### src/shared/sdq_pkg.sv
// constants and types for the sdram buffer and queue configuration block
package sdq_pkg;
    // register indices; the byte address is four times the index
    localparam logic [7:0] IDX_MODE_BURST = 8'h3A;
    localparam logic [7:0] IDX_MODE_LAT = 8'h3B;
    localparam logic [7:0] IDX_TRIG = 8'h3C;
    localparam logic [7:0] IDX_REFRESH = 8'h3D;
    localparam logic [7:0] IDX_RXQ = 8'h40;
    localparam logic [7:0] IDX_TXQ = 8'h41;
    localparam logic [7:0] IDX_STATUS = 8'h42;
    // reset values
    localparam logic [7:0] RST_MODE_BURST = 8'h03;
    localparam logic [7:0] RST_MODE_LAT = 8'h02;
    localparam logic [7:0] RST_TRIG = 8'h00;
    localparam logic [7:0] RST_REFRESH = 8'h46;
    localparam logic [7:0] RST_RXQ = 8'h3D;
    localparam logic [7:0] RST_TXQ = 8'h03;
    // field layout
    localparam int WT_BIT = 3;
    localparam int BL_W = 3;
    localparam int LAT_W = 3;
    localparam int TRIG_BIT = 0;
    localparam int ADDR_LSB = 2;
    // timing: refresh period is value x 8 memory clocks
    localparam int REFRESH_MULT = 8;
    localparam int CLK_MHZ = 100;
    localparam int MEM_CLK_MHZ = 100;
    localparam int CYC_PER_MEM = CLK_MHZ / MEM_CLK_MHZ;
    localparam int REF_W = 12;
    // queue sizing: size x 32 slots of 2048 bytes
    localparam int SLOTS_PER_UNIT = 32;
    localparam int SLOT_BYTES = 2048;
    // burst beat counts per burst length code
    localparam logic [3:0] BEATS_1 = 4'h1;
    localparam logic [3:0] BEATS_2 = 4'h2;
    localparam logic [3:0] BEATS_4 = 4'h4;
    localparam logic [3:0] BEATS_8 = 4'h8;
    localparam logic [2:0] BL_CODE_1 = 3'h0;
    localparam logic [2:0] BL_CODE_2 = 3'h1;
    localparam logic [2:0] BL_CODE_4 = 3'h2;
    // axi4-lite responses
    localparam logic [1:0] RESP_OKAY = 2'h0;
    localparam logic [1:0] RESP_SLVERR = 2'h2;
    typedef enum logic [1:0] {
        CMD_NOP, CMD_MODE, CMD_REFRESH, CMD_BURST
    } sdq_cmd_t;
    typedef enum logic {ST_IDLE, ST_BURST} sdq_state_t;
endpackage

### src/hdl/sdq_top.sv
// sdram mode setup, refresh timing and packet queue arbiter
`timescale 1ns/1ns

// Behaviour
// - wrap bit picks sequential (0) or interleaved (1) burst order
// - three-bit burst length code sets burst length, resets to 011
// - rising mode-write trigger writes mode and refresh values once
// - refresh period is interval value times 8 memory clocks
// - arbiter serves hdlc and mac requests; registers from index 0x3A
// - rx queue holds size times 32 slots of 2048 bytes
// - tx queue size counted in units of 32 packets
module sdq_top #(
    parameter int ADDR_W = 12,
    parameter int PTR_W = 13
) (
    input wire logic clk,
    input wire logic rst_b,
    input wire logic [ADDR_W-1:0] s_axi_awaddr,
    input wire logic s_axi_awvalid,
    output logic s_axi_awready,
    input wire logic [31:0] s_axi_wdata,
    input wire logic [3:0] s_axi_wstrb,
    input wire logic s_axi_wvalid,
    output logic s_axi_wready,
    output logic [1:0] s_axi_bresp,
    output logic s_axi_bvalid,
    input wire logic s_axi_bready,
    input wire logic [ADDR_W-1:0] s_axi_araddr,
    input wire logic s_axi_arvalid,
    output logic s_axi_arready,
    output logic [31:0] s_axi_rdata,
    output logic [1:0] s_axi_rresp,
    output logic s_axi_rvalid,
    input wire logic s_axi_rready,
    input wire logic mac_req,
    input wire logic mac_dir,
    output logic mac_gnt,
    input wire logic hdlc_req,
    input wire logic hdlc_dir,
    output logic hdlc_gnt,
    output sdq_pkg::sdq_cmd_t sdram_cmd,
    output logic [6:0] sdram_mode_word,
    output logic [PTR_W:0] xfer_slot,
    output logic xfer_wr
);
    logic rst_q1, rst_n;
    logic [3:0] burst_q;
    logic [2:0] lat_q;
    logic trig_q, trig_prev_q, pend_q, ref_pend_q, prio_q;
    logic [7:0] refr_q, act_refr_q, rxq_q, txq_q;
    logic [2:0] act_bl_q;
    logic [sdq_pkg::REF_W-1:0] ref_cnt_q, ref_reload;
    logic aw_hold_q, w_hold_q;
    logic [ADDR_W-1:0] awaddr_q;
    logic [7:0] wdata_q;
    logic wstrb_q, do_wr, wr_hit, rd_hit;
    logic [7:0] wr_idx, rd_idx, rd_val;
    sdq_pkg::sdq_state_t state_q;
    logic [3:0] bcnt_q;
    logic go, mode_go, ref_go, gnt_any;
    logic [1:0] enq, deq, full, empty;
    logic [PTR_W-1:0] cap [2];
    logic [PTR_W:0] cnt_q [2];
    logic [PTR_W-1:0] wp_q [2];
    logic [PTR_W-1:0] rp_q [2];

    // reset released through two flops
    always_ff @(posedge clk or negedge rst_b) begin
        if (!rst_b) begin
            rst_q1 <= 1'b0;
            rst_n <= 1'b0;
        end else begin
            rst_q1 <= 1'b1;
            rst_n <= rst_q1;
        end
    end

    // write channel: address and data taken in either order
    assign s_axi_awready = !aw_hold_q && !s_axi_bvalid;
    assign s_axi_wready = !w_hold_q && !s_axi_bvalid;
    assign do_wr = aw_hold_q && w_hold_q;
    assign wr_idx = 8'(awaddr_q >> sdq_pkg::ADDR_LSB);
    always_comb begin
        unique case (wr_idx)
            sdq_pkg::IDX_MODE_BURST, sdq_pkg::IDX_MODE_LAT,
            sdq_pkg::IDX_TRIG, sdq_pkg::IDX_REFRESH,
            sdq_pkg::IDX_RXQ, sdq_pkg::IDX_TXQ,
            sdq_pkg::IDX_STATUS: wr_hit = 1'b1;
            default: wr_hit = 1'b0;
        endcase
    end

    always_ff @(posedge clk or negedge rst_n) begin
        if (!rst_n) begin
            aw_hold_q <= 1'b0;
            w_hold_q <= 1'b0;
            awaddr_q <= '0;
            wdata_q <= 8'h00;
            wstrb_q <= 1'b0;
            s_axi_bvalid <= 1'b0;
            s_axi_bresp <= sdq_pkg::RESP_OKAY;
        end else begin
            if (s_axi_awvalid && s_axi_awready) begin
                aw_hold_q <= 1'b1;
                awaddr_q <= s_axi_awaddr;
            end else if (do_wr) begin
                aw_hold_q <= 1'b0;
            end
            if (s_axi_wvalid && s_axi_wready) begin
                w_hold_q <= 1'b1;
                wdata_q <= s_axi_wdata[7:0];
                wstrb_q <= s_axi_wstrb[0];
            end else if (do_wr) begin
                w_hold_q <= 1'b0;
            end
            if (do_wr) begin
                s_axi_bvalid <= 1'b1;
                s_axi_bresp <= wr_hit ? sdq_pkg::RESP_OKAY
                                      : sdq_pkg::RESP_SLVERR;
            end else if (s_axi_bready) begin
                s_axi_bvalid <= 1'b0;
            end
        end
    end

    // config registers; only byte lane 0 carries data
    always_ff @(posedge clk or negedge rst_n) begin
        if (!rst_n) begin
            burst_q <= sdq_pkg::RST_MODE_BURST[3:0];
            lat_q <= sdq_pkg::RST_MODE_LAT[2:0];
            trig_q <= sdq_pkg::RST_TRIG[sdq_pkg::TRIG_BIT];
            refr_q <= sdq_pkg::RST_REFRESH;
            rxq_q <= sdq_pkg::RST_RXQ;
            txq_q <= sdq_pkg::RST_TXQ;
        end else if (do_wr && wstrb_q) begin
            unique case (wr_idx)
                sdq_pkg::IDX_MODE_BURST: burst_q <= wdata_q[3:0];
                sdq_pkg::IDX_MODE_LAT: lat_q <= wdata_q[2:0];
                sdq_pkg::IDX_TRIG: trig_q <= wdata_q[sdq_pkg::TRIG_BIT];
                sdq_pkg::IDX_REFRESH: refr_q <= wdata_q;
                sdq_pkg::IDX_RXQ: rxq_q <= wdata_q;
                sdq_pkg::IDX_TXQ: txq_q <= wdata_q;
                default: ;
            endcase
        end
    end

    // read mux; status is read-only
    assign s_axi_arready = !s_axi_rvalid;
    assign rd_idx = 8'(s_axi_araddr >> sdq_pkg::ADDR_LSB);
    always_comb begin
        rd_hit = 1'b1;
        unique case (rd_idx)
            sdq_pkg::IDX_MODE_BURST: rd_val = {4'h0, burst_q};
            sdq_pkg::IDX_MODE_LAT: rd_val = {5'h00, lat_q};
            sdq_pkg::IDX_TRIG: rd_val = {7'h00, trig_q};
            sdq_pkg::IDX_REFRESH: rd_val = refr_q;
            sdq_pkg::IDX_RXQ: rd_val = rxq_q;
            sdq_pkg::IDX_TXQ: rd_val = txq_q;
            sdq_pkg::IDX_STATUS: rd_val = {2'h0, empty, full,
                state_q == sdq_pkg::ST_BURST, pend_q};
            default: begin
                rd_val = 8'h00;
                rd_hit = 1'b0;
            end
        endcase
    end

    always_ff @(posedge clk or negedge rst_n) begin
        if (!rst_n) begin
            s_axi_rvalid <= 1'b0;
            s_axi_rdata <= 32'h0000_0000;
            s_axi_rresp <= sdq_pkg::RESP_OKAY;
        end else if (s_axi_arvalid && s_axi_arready) begin
            s_axi_rvalid <= 1'b1;
            s_axi_rdata <= {24'h00_0000, rd_val};
            s_axi_rresp <= rd_hit ? sdq_pkg::RESP_OKAY
                                  : sdq_pkg::RESP_SLVERR;
        end else if (s_axi_rready) begin
            s_axi_rvalid <= 1'b0;
        end
    end

    // trigger edge arms one mode write; a new edge wins over the clear
    always_ff @(posedge clk or negedge rst_n) begin
        if (!rst_n) begin
            trig_prev_q <= 1'b0;
            pend_q <= 1'b0;
        end else begin
            trig_prev_q <= trig_q;
            if (trig_q && !trig_prev_q) begin
                pend_q <= 1'b1;
            end else if (mode_go) begin
                pend_q <= 1'b0;
            end
        end
    end

    // refresh timer runs off the interval latched at the last mode write
    assign ref_reload = sdq_pkg::REF_W'(act_refr_q *
        sdq_pkg::REFRESH_MULT * sdq_pkg::CYC_PER_MEM - 1);
    always_ff @(posedge clk or negedge rst_n) begin
        if (!rst_n) begin
            ref_cnt_q <= '0;
            ref_pend_q <= 1'b0;
        end else begin
            if (ref_cnt_q == '0) begin
                ref_cnt_q <= ref_reload;
            end else begin
                ref_cnt_q <= ref_cnt_q - 1'b1;
            end
            if (ref_cnt_q == '0) begin
                ref_pend_q <= 1'b1;
            end else if (ref_go) begin
                ref_pend_q <= 1'b0;
            end
        end
    end

    // mode write first, refresh next, transfers only when both are idle
    assign mode_go = pend_q && state_q == sdq_pkg::ST_IDLE;
    assign ref_go = ref_pend_q && !pend_q &&
                    state_q == sdq_pkg::ST_IDLE;
    assign go = state_q == sdq_pkg::ST_IDLE && !pend_q && !ref_pend_q;

    // per-queue fill state; queue 0 is mac to wan, 1 is wan to mac
    assign cap[0] = PTR_W'(rxq_q * sdq_pkg::SLOTS_PER_UNIT);
    assign cap[1] = PTR_W'(txq_q * sdq_pkg::SLOTS_PER_UNIT);
    assign enq = {hdlc_gnt && hdlc_dir, mac_gnt && mac_dir};
    assign deq = {mac_gnt && !mac_dir, hdlc_gnt && !hdlc_dir};
    generate
        for (genvar q = 0; q < 2; q++) begin : g_queue
            assign full[q] = cnt_q[q] >= {1'b0, cap[q]};
            assign empty[q] = cnt_q[q] == '0;
            // pointers wrap at the programmed capacity
            always_ff @(posedge clk or negedge rst_n) begin
                if (!rst_n) begin
                    cnt_q[q] <= '0;
                    wp_q[q] <= '0;
                    rp_q[q] <= '0;
                end else begin
                    if (enq[q]) begin
                        cnt_q[q] <= cnt_q[q] + 1'b1;
                        wp_q[q] <= (wp_q[q] + 1'b1 >= cap[q]) ? '0
                                   : wp_q[q] + 1'b1;
                    end
                    if (deq[q]) begin
                        cnt_q[q] <= cnt_q[q] - 1'b1;
                        rp_q[q] <= (rp_q[q] + 1'b1 >= cap[q]) ? '0
                                   : rp_q[q] + 1'b1;
                    end
                end
            end
        end
    endgenerate

    // round robin between mac and hdlc; refused requests just wait
    logic elig_m, elig_h;
    assign elig_m = mac_req && (mac_dir ? !full[0] : !empty[1]);
    assign elig_h = hdlc_req && (hdlc_dir ? !full[1] : !empty[0]);
    assign mac_gnt = go && elig_m && (!elig_h || !prio_q);
    assign hdlc_gnt = go && elig_h && (!elig_m || prio_q);
    assign gnt_any = mac_gnt || hdlc_gnt;

    always_ff @(posedge clk or negedge rst_n) begin
        if (!rst_n) begin
            prio_q <= 1'b0;
        end else if (gnt_any) begin
            prio_q <= mac_gnt;
        end
    end

    function automatic logic [3:0] beats(input logic [2:0] code);
        unique case (code)
            sdq_pkg::BL_CODE_1: beats = sdq_pkg::BEATS_1;
            sdq_pkg::BL_CODE_2: beats = sdq_pkg::BEATS_2;
            sdq_pkg::BL_CODE_4: beats = sdq_pkg::BEATS_4;
            default: beats = sdq_pkg::BEATS_8;
        endcase
    endfunction

    // sdram command sequencer; burst length is the one latched at the last mode write
    always_ff @(posedge clk or negedge rst_n) begin
        if (!rst_n) begin
            state_q <= sdq_pkg::ST_IDLE;
            bcnt_q <= 4'h0;
            sdram_cmd <= sdq_pkg::CMD_NOP;
            sdram_mode_word <= {sdq_pkg::RST_MODE_LAT[2:0],
                                sdq_pkg::RST_MODE_BURST[3:0]};
            act_refr_q <= sdq_pkg::RST_REFRESH;
            act_bl_q <= sdq_pkg::RST_MODE_BURST[2:0];
            xfer_slot <= '0;
            xfer_wr <= 1'b0;
        end else begin
            sdram_cmd <= sdq_pkg::CMD_NOP;
            unique case (state_q)
                sdq_pkg::ST_IDLE: begin
                    if (mode_go) begin
                        sdram_cmd <= sdq_pkg::CMD_MODE;
                        sdram_mode_word <= {lat_q, burst_q};
                        act_refr_q <= refr_q;
                        act_bl_q <= burst_q[sdq_pkg::BL_W-1:0];
                    end else if (ref_go) begin
                        sdram_cmd <= sdq_pkg::CMD_REFRESH;
                    end else if (gnt_any) begin
                        sdram_cmd <= sdq_pkg::CMD_BURST;
                        state_q <= sdq_pkg::ST_BURST;
                        bcnt_q <= beats(act_bl_q) - 1'b1;
                        xfer_wr <= mac_gnt ? mac_dir : hdlc_dir;
                        // tx slots sit above the rx region
                        if (enq[0]) xfer_slot <= {1'b0, wp_q[0]};
                        else if (deq[0]) xfer_slot <= {1'b0, rp_q[0]};
                        else if (enq[1])
                            xfer_slot <= {1'b0, cap[0]} + wp_q[1];
                        else xfer_slot <= {1'b0, cap[0]} + rp_q[1];
                    end
                end
                sdq_pkg::ST_BURST: begin
                    if (bcnt_q == 4'h0) begin
                        state_q <= sdq_pkg::ST_IDLE;
                    end else begin
                        sdram_cmd <= sdq_pkg::CMD_BURST;
                        bcnt_q <= bcnt_q - 1'b1;
                    end
                end
            endcase
        end
    end
endmodule

### config.mk
export PLATFORM = sky130hd
export DESIGN_NAME = sdq_top
export DESIGN_NICKNAME = d
export VERILOG_FILES = /design/src/shared/sdq_pkg.sv /design/src/hdl/sdq_top.sv
export SDC_FILE = /design/constraint.sdc
export NUM_CORES = 1
export LEC_CHECK = 0
export BUFFER_PORTS_ARGS = -buffer_cell sky130_fd_sc_hd__buf_2
export CORE_UTILIZATION = 30
export DETAILED_ROUTE_END_ITERATION = 12
export GPL_TIMING_DRIVEN = 1
export PLACE_DENSITY_LB_ADDON = 0.1
export REMOVE_ABC_BUFFERS = 1
export SYNTH_ARGS = -nofsm -noshare
export SYNTH_HDL_FRONTEND = slang
export SYNTH_SLANG_ARGS = --single-unit
### constraint.sdc
create_clock -name clk -period 13.45 [get_ports clk]
set_clock_uncertainty 0.05 [all_clocks]
set_input_delay 0 -clock clk [delete_from_list [all_inputs] [get_ports clk]]
set_output_delay 0 -clock clk [all_outputs]
set_load 0.005 [all_outputs]
After elaboration in Yosys (flattened, before gate mapping) --
Cells that the tools add are included.
Word-level totals: register bits after elaboration 205, bits of input ports 71, output and inout port bits 67, logic and storage cells 197
Operators by class: $add $sub $neg 14, magnitude comparators 6, equal/unequal tests 20, muxes and demuxes 51, bitwise operators 3, reductions and logical operators 66
Operator list (count):
- 14-bit two-way mux | 7
- 8-bit by 6-bit equality test with 1-bit output, second input constant | 8
- 8-bit case mux with 7 select lines | 1
- 13-bit by 1-bit adder with 13-bit output, second input constant | 4
- 13-bit >= comparator | 4
- 13-bit two-way mux | 4
- 8-bit by 7-bit equality test with 1-bit output, second input constant | 6
- 4-bit two-way mux | 8
- 13-bit by 13-bit adder with 14-bit output | 2
- 14-bit by 1-bit adder with 14-bit output, second input constant | 2
- 14-bit by 13-bit >= comparator with 1-bit output | 2
- 14-bit logical NOT | 2
- 14-bit by 1-bit subtractor with 14-bit output, second input constant | 2
- 1-bit logical AND | 23
- 1-bit two-way mux | 20
- 1-bit logical NOT | 16
- 2-bit nonzero test | 8
- 2-bit AND reduction | 7
- 7-bit OR reduction | 2
- 12-bit logical NOT | 1
- 12-bit two-way mux | 1
- 2-bit two-way mux | 6
- 4-bit case mux with 3 select lines | 1
- 11-bit by 1-bit subtractor with 12-bit output, second input constant | 1
- other kinds (13) | 22

Logic depth before layout (Yosys ltp) --
depth in word-level cells 17, gate-level depth with buffers 19, depth with buffers taken out 17

Least setup slack after synthesis --
Ideal clock, no wire load.
path type reg2reg, start point register txq_q[7], end point register cnt_q[12] (netlist name), library setup time 0.125 ns, arrival 4.472 ns, required time 13.275 ns, path slack 8.803 ns, cell stages (with the launch flop) 19, path buffers 2, clock period less this slack 4.647 ns, path through dfrtp_1 inv_1 ha_1 and4b_1 nor2b_1 a2111oi_4 a31oi_1 o211ai_1 buf_2 clkbuf_1 inv_1 fa_1 a211oi_1 nor2_1 o41ai_1 o21ai_0 o41ai_1 xnor2_1 mux2_4
On the way: longest elaborated chain between the ends 9, elaborated cells between the ends (all ways) 13, those cells by class order compare: 1; mux: 2; reduce/logical: 10
RTL lines:
- start: declaration | line sdq_top.sv:50 | logic [7:0] refr_q, act_refr_q, rxq_q, txq_q;
- start signal: assignment | line sdq_top.sv:134 | txq_q <= sdq_pkg::RST_TXQ;
- start signal: assignment | line sdq_top.sv:142 | sdq_pkg::IDX_TXQ: txq_q <= wdata_q;
- 14-bit by 13-bit >= comparator with 1-bit output (*) | line sdq_top.sv:233 | assign full[q] = cnt_q[q] >= {1'b0, cap[q]};
- 1-bit logical NOT (*) | line sdq_top.sv:260 | assign elig_h = hdlc_req && (hdlc_dir ? !full[1] : !empty[0]);
- 1-bit two-way mux (*) | line sdq_top.sv:260
- 1-bit logical AND (*) | line sdq_top.sv:260
- 1-bit logical NOT (*) | line sdq_top.sv:261 | assign mac_gnt = go && elig_m && (!elig_h || !prio_q);
- 1-bit logical OR (*) | line sdq_top.sv:261
- 1-bit logical AND (*) | line sdq_top.sv:261
- 1-bit logical AND (*) | line sdq_top.sv:230 | assign deq = {mac_gnt && !mac_dir, hdlc_gnt && !hdlc_dir};
- net deq[1] | line sdq_top.sv:61 | logic [1:0] enq, deq, full, empty;
- 14-bit two-way mux or 2-bit nonzero test (tied branches)
- end signal: indexed assignment | line sdq_top.sv:243 | cnt_q[q] <= cnt_q[q] + 1'b1;
- end signal: indexed assignment | line sdq_top.sv:248 | cnt_q[q] <= cnt_q[q] - 1'b1;
- end: declaration | line sdq_top.sv:63 | logic [PTR_W:0] cnt_q [2];
Mark *: on every way through the listed nets, which the timed path passes. The rest lies on a longest branch. A chain may end at the register's enable or synchronous reset.

Final worst setup path --
Same ends and word-level chain as after synthesis.

==> impl_metrics.json <==
{
  "worstPathArrival_ns": 5.75,
  "clkPwrFrac_pct": 23.1,
  "leakage_nw": 6.431,
  "cts_tree": "built",
  "ys_warn_count": 0,
  "fin_crit_ns": 5.439,
  "final.period_utilization_pct": 40.44,
  "synth_cell_types": 81,
  "worst_path_max_delay_cell": "fa_1",
  "setup_total_negative_slack_ns": 0,
  "drt_iter0_drc": 408,
  "num_vias": 9638,
  "design_area_mm2": 0.01409,
  "post_drt_wl_per_cell_um": 17.61,
  "gp_congestion": 0.7973,
  "ant_nets": 0,
  "ctsHoldBuffers": 24,
  "p_total_mw": 2.301,
  "slowest_delay_ns": 0.56,
  "syn_to_final_growth_pct": 13.51,
  "final_cells": 1907,
  "dp_cells": 1850,
  "synth_top_area_share_pct": 36.07,
  "firstDrtPassIters": 5,
  "layout-drive-gt1-share_pct": 16.74,
  "core_area_mm2": 0.04083,
  "dpl.hpwl_mm": 24.56,
  "cp_num_buf_inv": 3,
  "cts_num_sinks": 198,
  "synth_top_flop_cell": "dfrtp_1",
  "dieArea_mm2": 0.04221,
  "ios": 138,
  "worstReg2RegStart": "txq_q[7]",
  "numCtsBuffers": 17,
  "grt_pass1_vias": 9623,
  "die_y_um": 205.4,
  "hold_class": "primary input to flop",
  "fin_nets": 1523,
  "syn_area_mm2": 0.01242,
  "grt_max_degree": 72,
  "post_cts_resized": 0,
  "hold_viol": 0,
  "crit_fanout": 21,
  "pwr-share-comb_pct": 36.1,
  "final_common_cell": "dfrtp_1",
  "ir_worst_vdd_uv": 93.97,
  "rows": 74,
  "synth_async_sr_flop_share_pct": 100.0,
  "clk_pin_slew_ns": 0.09,
  "placed_cell_area_mm2": 0.01326,
  "worstPathRequired_ns": 13.76,
  "grt_pass1_wl_mm": 54.30,
  "synth-seq-cells": 198,
  "internal_power_mw": 1.385,
  "wl_mm": 33.58,
  "track_usage_pct": 16.80,
  "cts_setup_buffers": 0,
  "cts-root-buf": "clkbuf_16",
  "synth_edf_count": 0,
  "io_buffers": 76,
  "r2r_setup_slack_ns": 8.01,
  "synth_cells": 1276,
  "setup-violations-final": 0,
  "post-route-util_pct": 34.52,
  "swShare_pct": 39.81,
  "max_cap_viol_count": 0,
  "antenna_found_initial": 2,
  "cp-startpoint": "txq_q[7]",
  "endpoint_kind": "flop",
  "start_util_pct": 30.41,
  "seq_area_frac_synth_pct": 40.09,
  "worst_pin_slew_ns": 1.155,
  "power_density_mw_per_mm2": 163.3,
  "final-max-slew-violation-count": 0,
  "seqPwrFrac_pct": 40.8,
  "path_cells": "inv_1 -> ha_1 -> and4b_1 -> nor2b_1 -> a2111oi_4 -> a31oi_1 -> o211ai_1 -> buf_4 -> inv_1 -> fa_1 -> a211oi_1 -> nor2_1 -> o41ai_1 -> o21ai_0 -> o41ai_1 -> xnor2_1 -> mux2_4",
  "whs_ns": 0.06349,
  "final_cell_mix": "dfrtp_1, nand2_1, ha_1",
  "drc": 0,
  "pre_cts_slack_ns": 8.091,
  "rsz0062_at_grt": "false",
  "clock_path_buffers": 2,
  "relSlewSlack_pct": 22.79,
  "synthTopCellsByArea": "dfrtp_1, ha_1, mux2_2, dfstp_2, nand2_1",
  "fmax_mhz": 183.9,
  "vias_per_cell": 5.054,
  "setup_ws_ns": 8.011,
  "clk_latency_ns": 0.47,
  "overflow": 0,
  "cp_top_family": "compound AO/OA/AOI/OAI gates",
  "yosysTopAreaCell": "dfrtp_1",
  "syn_area_per_cell_um2": 9.731,
  "hp-start": "hdlc_dir",
  "htreeDepth": 4,
  "die_w_um": 205.4,
  "status": "finished clean",
  "path_class": "flop to flop",
  "power_switching_uw": 916.1,
  "critPathLaunchType": "flop"
}
## worst register-to-register path, cell delays in order, from the launching register on
cell and delay, ns:
dfrtp_1 0.41, inv_1 0.17, ha_1 0.30, and4b_1 0.23, nor2b_1 0.15, a2111oi_4 0.51
a31oi_1 0.29, o211ai_1 0.24, buf_4 0.33, inv_1 0.32, fa_1 0.56, a211oi_1 0.23
nor2_1 0.11, o41ai_1 0.43, o21ai_0 0.23, o41ai_1 0.38, xnor2_1 0.12, mux2_4 0.27
## routing by layer
| metal | up-vias | wire length [µm] | global-route usage (%) |
|---|---|---|---|
| met4 | 2 | 428 | 4.603 |
| met1 | 4720 | 16690 | 23.35 |
| met3 | 24 | 923 | 2.930 |
| li1 | 4766 | - | - |
| met2 | 126 | 15530 | 26.68 |
| met5 | - | 8 | 0 |
## registers in the layout, indices dropped and copies added (netlist names), 4 cells and up
register,count
act_refr_q,8
awaddr_q,8
bcnt_q,4
burst_q,4
cnt_q,28
ref_cnt_q,12
refr_q,8
rp_q,26
rxq_q,8
s_axi_rdata,8
sdram_mode_word,7
txq_q,8
wdata_q,8
wp_q,26
xfer_slot,14
## power groups by stage
| stage | logic, mW | registers, mW | clock network (mW) |
|---|---|---|---|
| final | 0.830 | 0.939 | 0.532 |
| after floorplan | 0.596 | 0.884 | 0 |
| after global routing | 0.947 | 0.969 | 0.574 |
| after detailed placement | 0.832 | 0.955 | 0 |
| after CTS | 0.842 | 0.944 | 0.553 |
| after global placement | 0.824 | 0.952 | 0 |
## kinds of logic (layout without fill, tap and decap cells)
group,count (synthesis),after routing,share of synthesized area (%)
xor gates and xnor gates,77,77,5.431
AOI/OAI and AO/OA,307,307,16.64
DFF,198,198,40.09
other,2,28,0.06048
and+or+nand+nor,378,378,15.15
muxes,92,92,8.263
buffers and inverters,131,204,5.018
adders and majority gates,91,91,9.351
## synth_stat cells, drive strengths merged, types with 10 or more instances
master / number
a211oi: 17
a21o: 15
a21oi: 56
a22o: 17
and3: 20
buf: 38
clkbuf: 32
dfrtp: 179
dfstp: 19
ha: 88
inv: 61
mux2: 72
mux2i: 20
nand2: 108
nand3: 63
nor2: 75
nor2b: 18
nor3: 27
nor4: 12
o211ai: 15
o21a: 10
o21ai: 88
o2bb2ai: 12
xnor2: 46
xor2: 31
## layout make-up
cell class	instances	area, µm²
clock inverters	14	162.7
fillers	4223	26740
multi-input cells	972	6920
clock buffers	18	429.2
diodes	1	2.502
flip-flops and latches	198	4982
inverters	61	229.0
repair buffers	111	703.2
well taps	532	665.6
## path summary, 6_finish.rpt
path	end	depth (start not counted)
min reg2reg	rst_n	0
max	cnt_q[12]	17
min in group asynchronous	rst_n	3
max reg2reg	cnt_q[12]	17
min	xfer_wr	3
max in group asynchronous	rp_q[3]	1
Note: power is estimated with default switching activity, not from simulation.
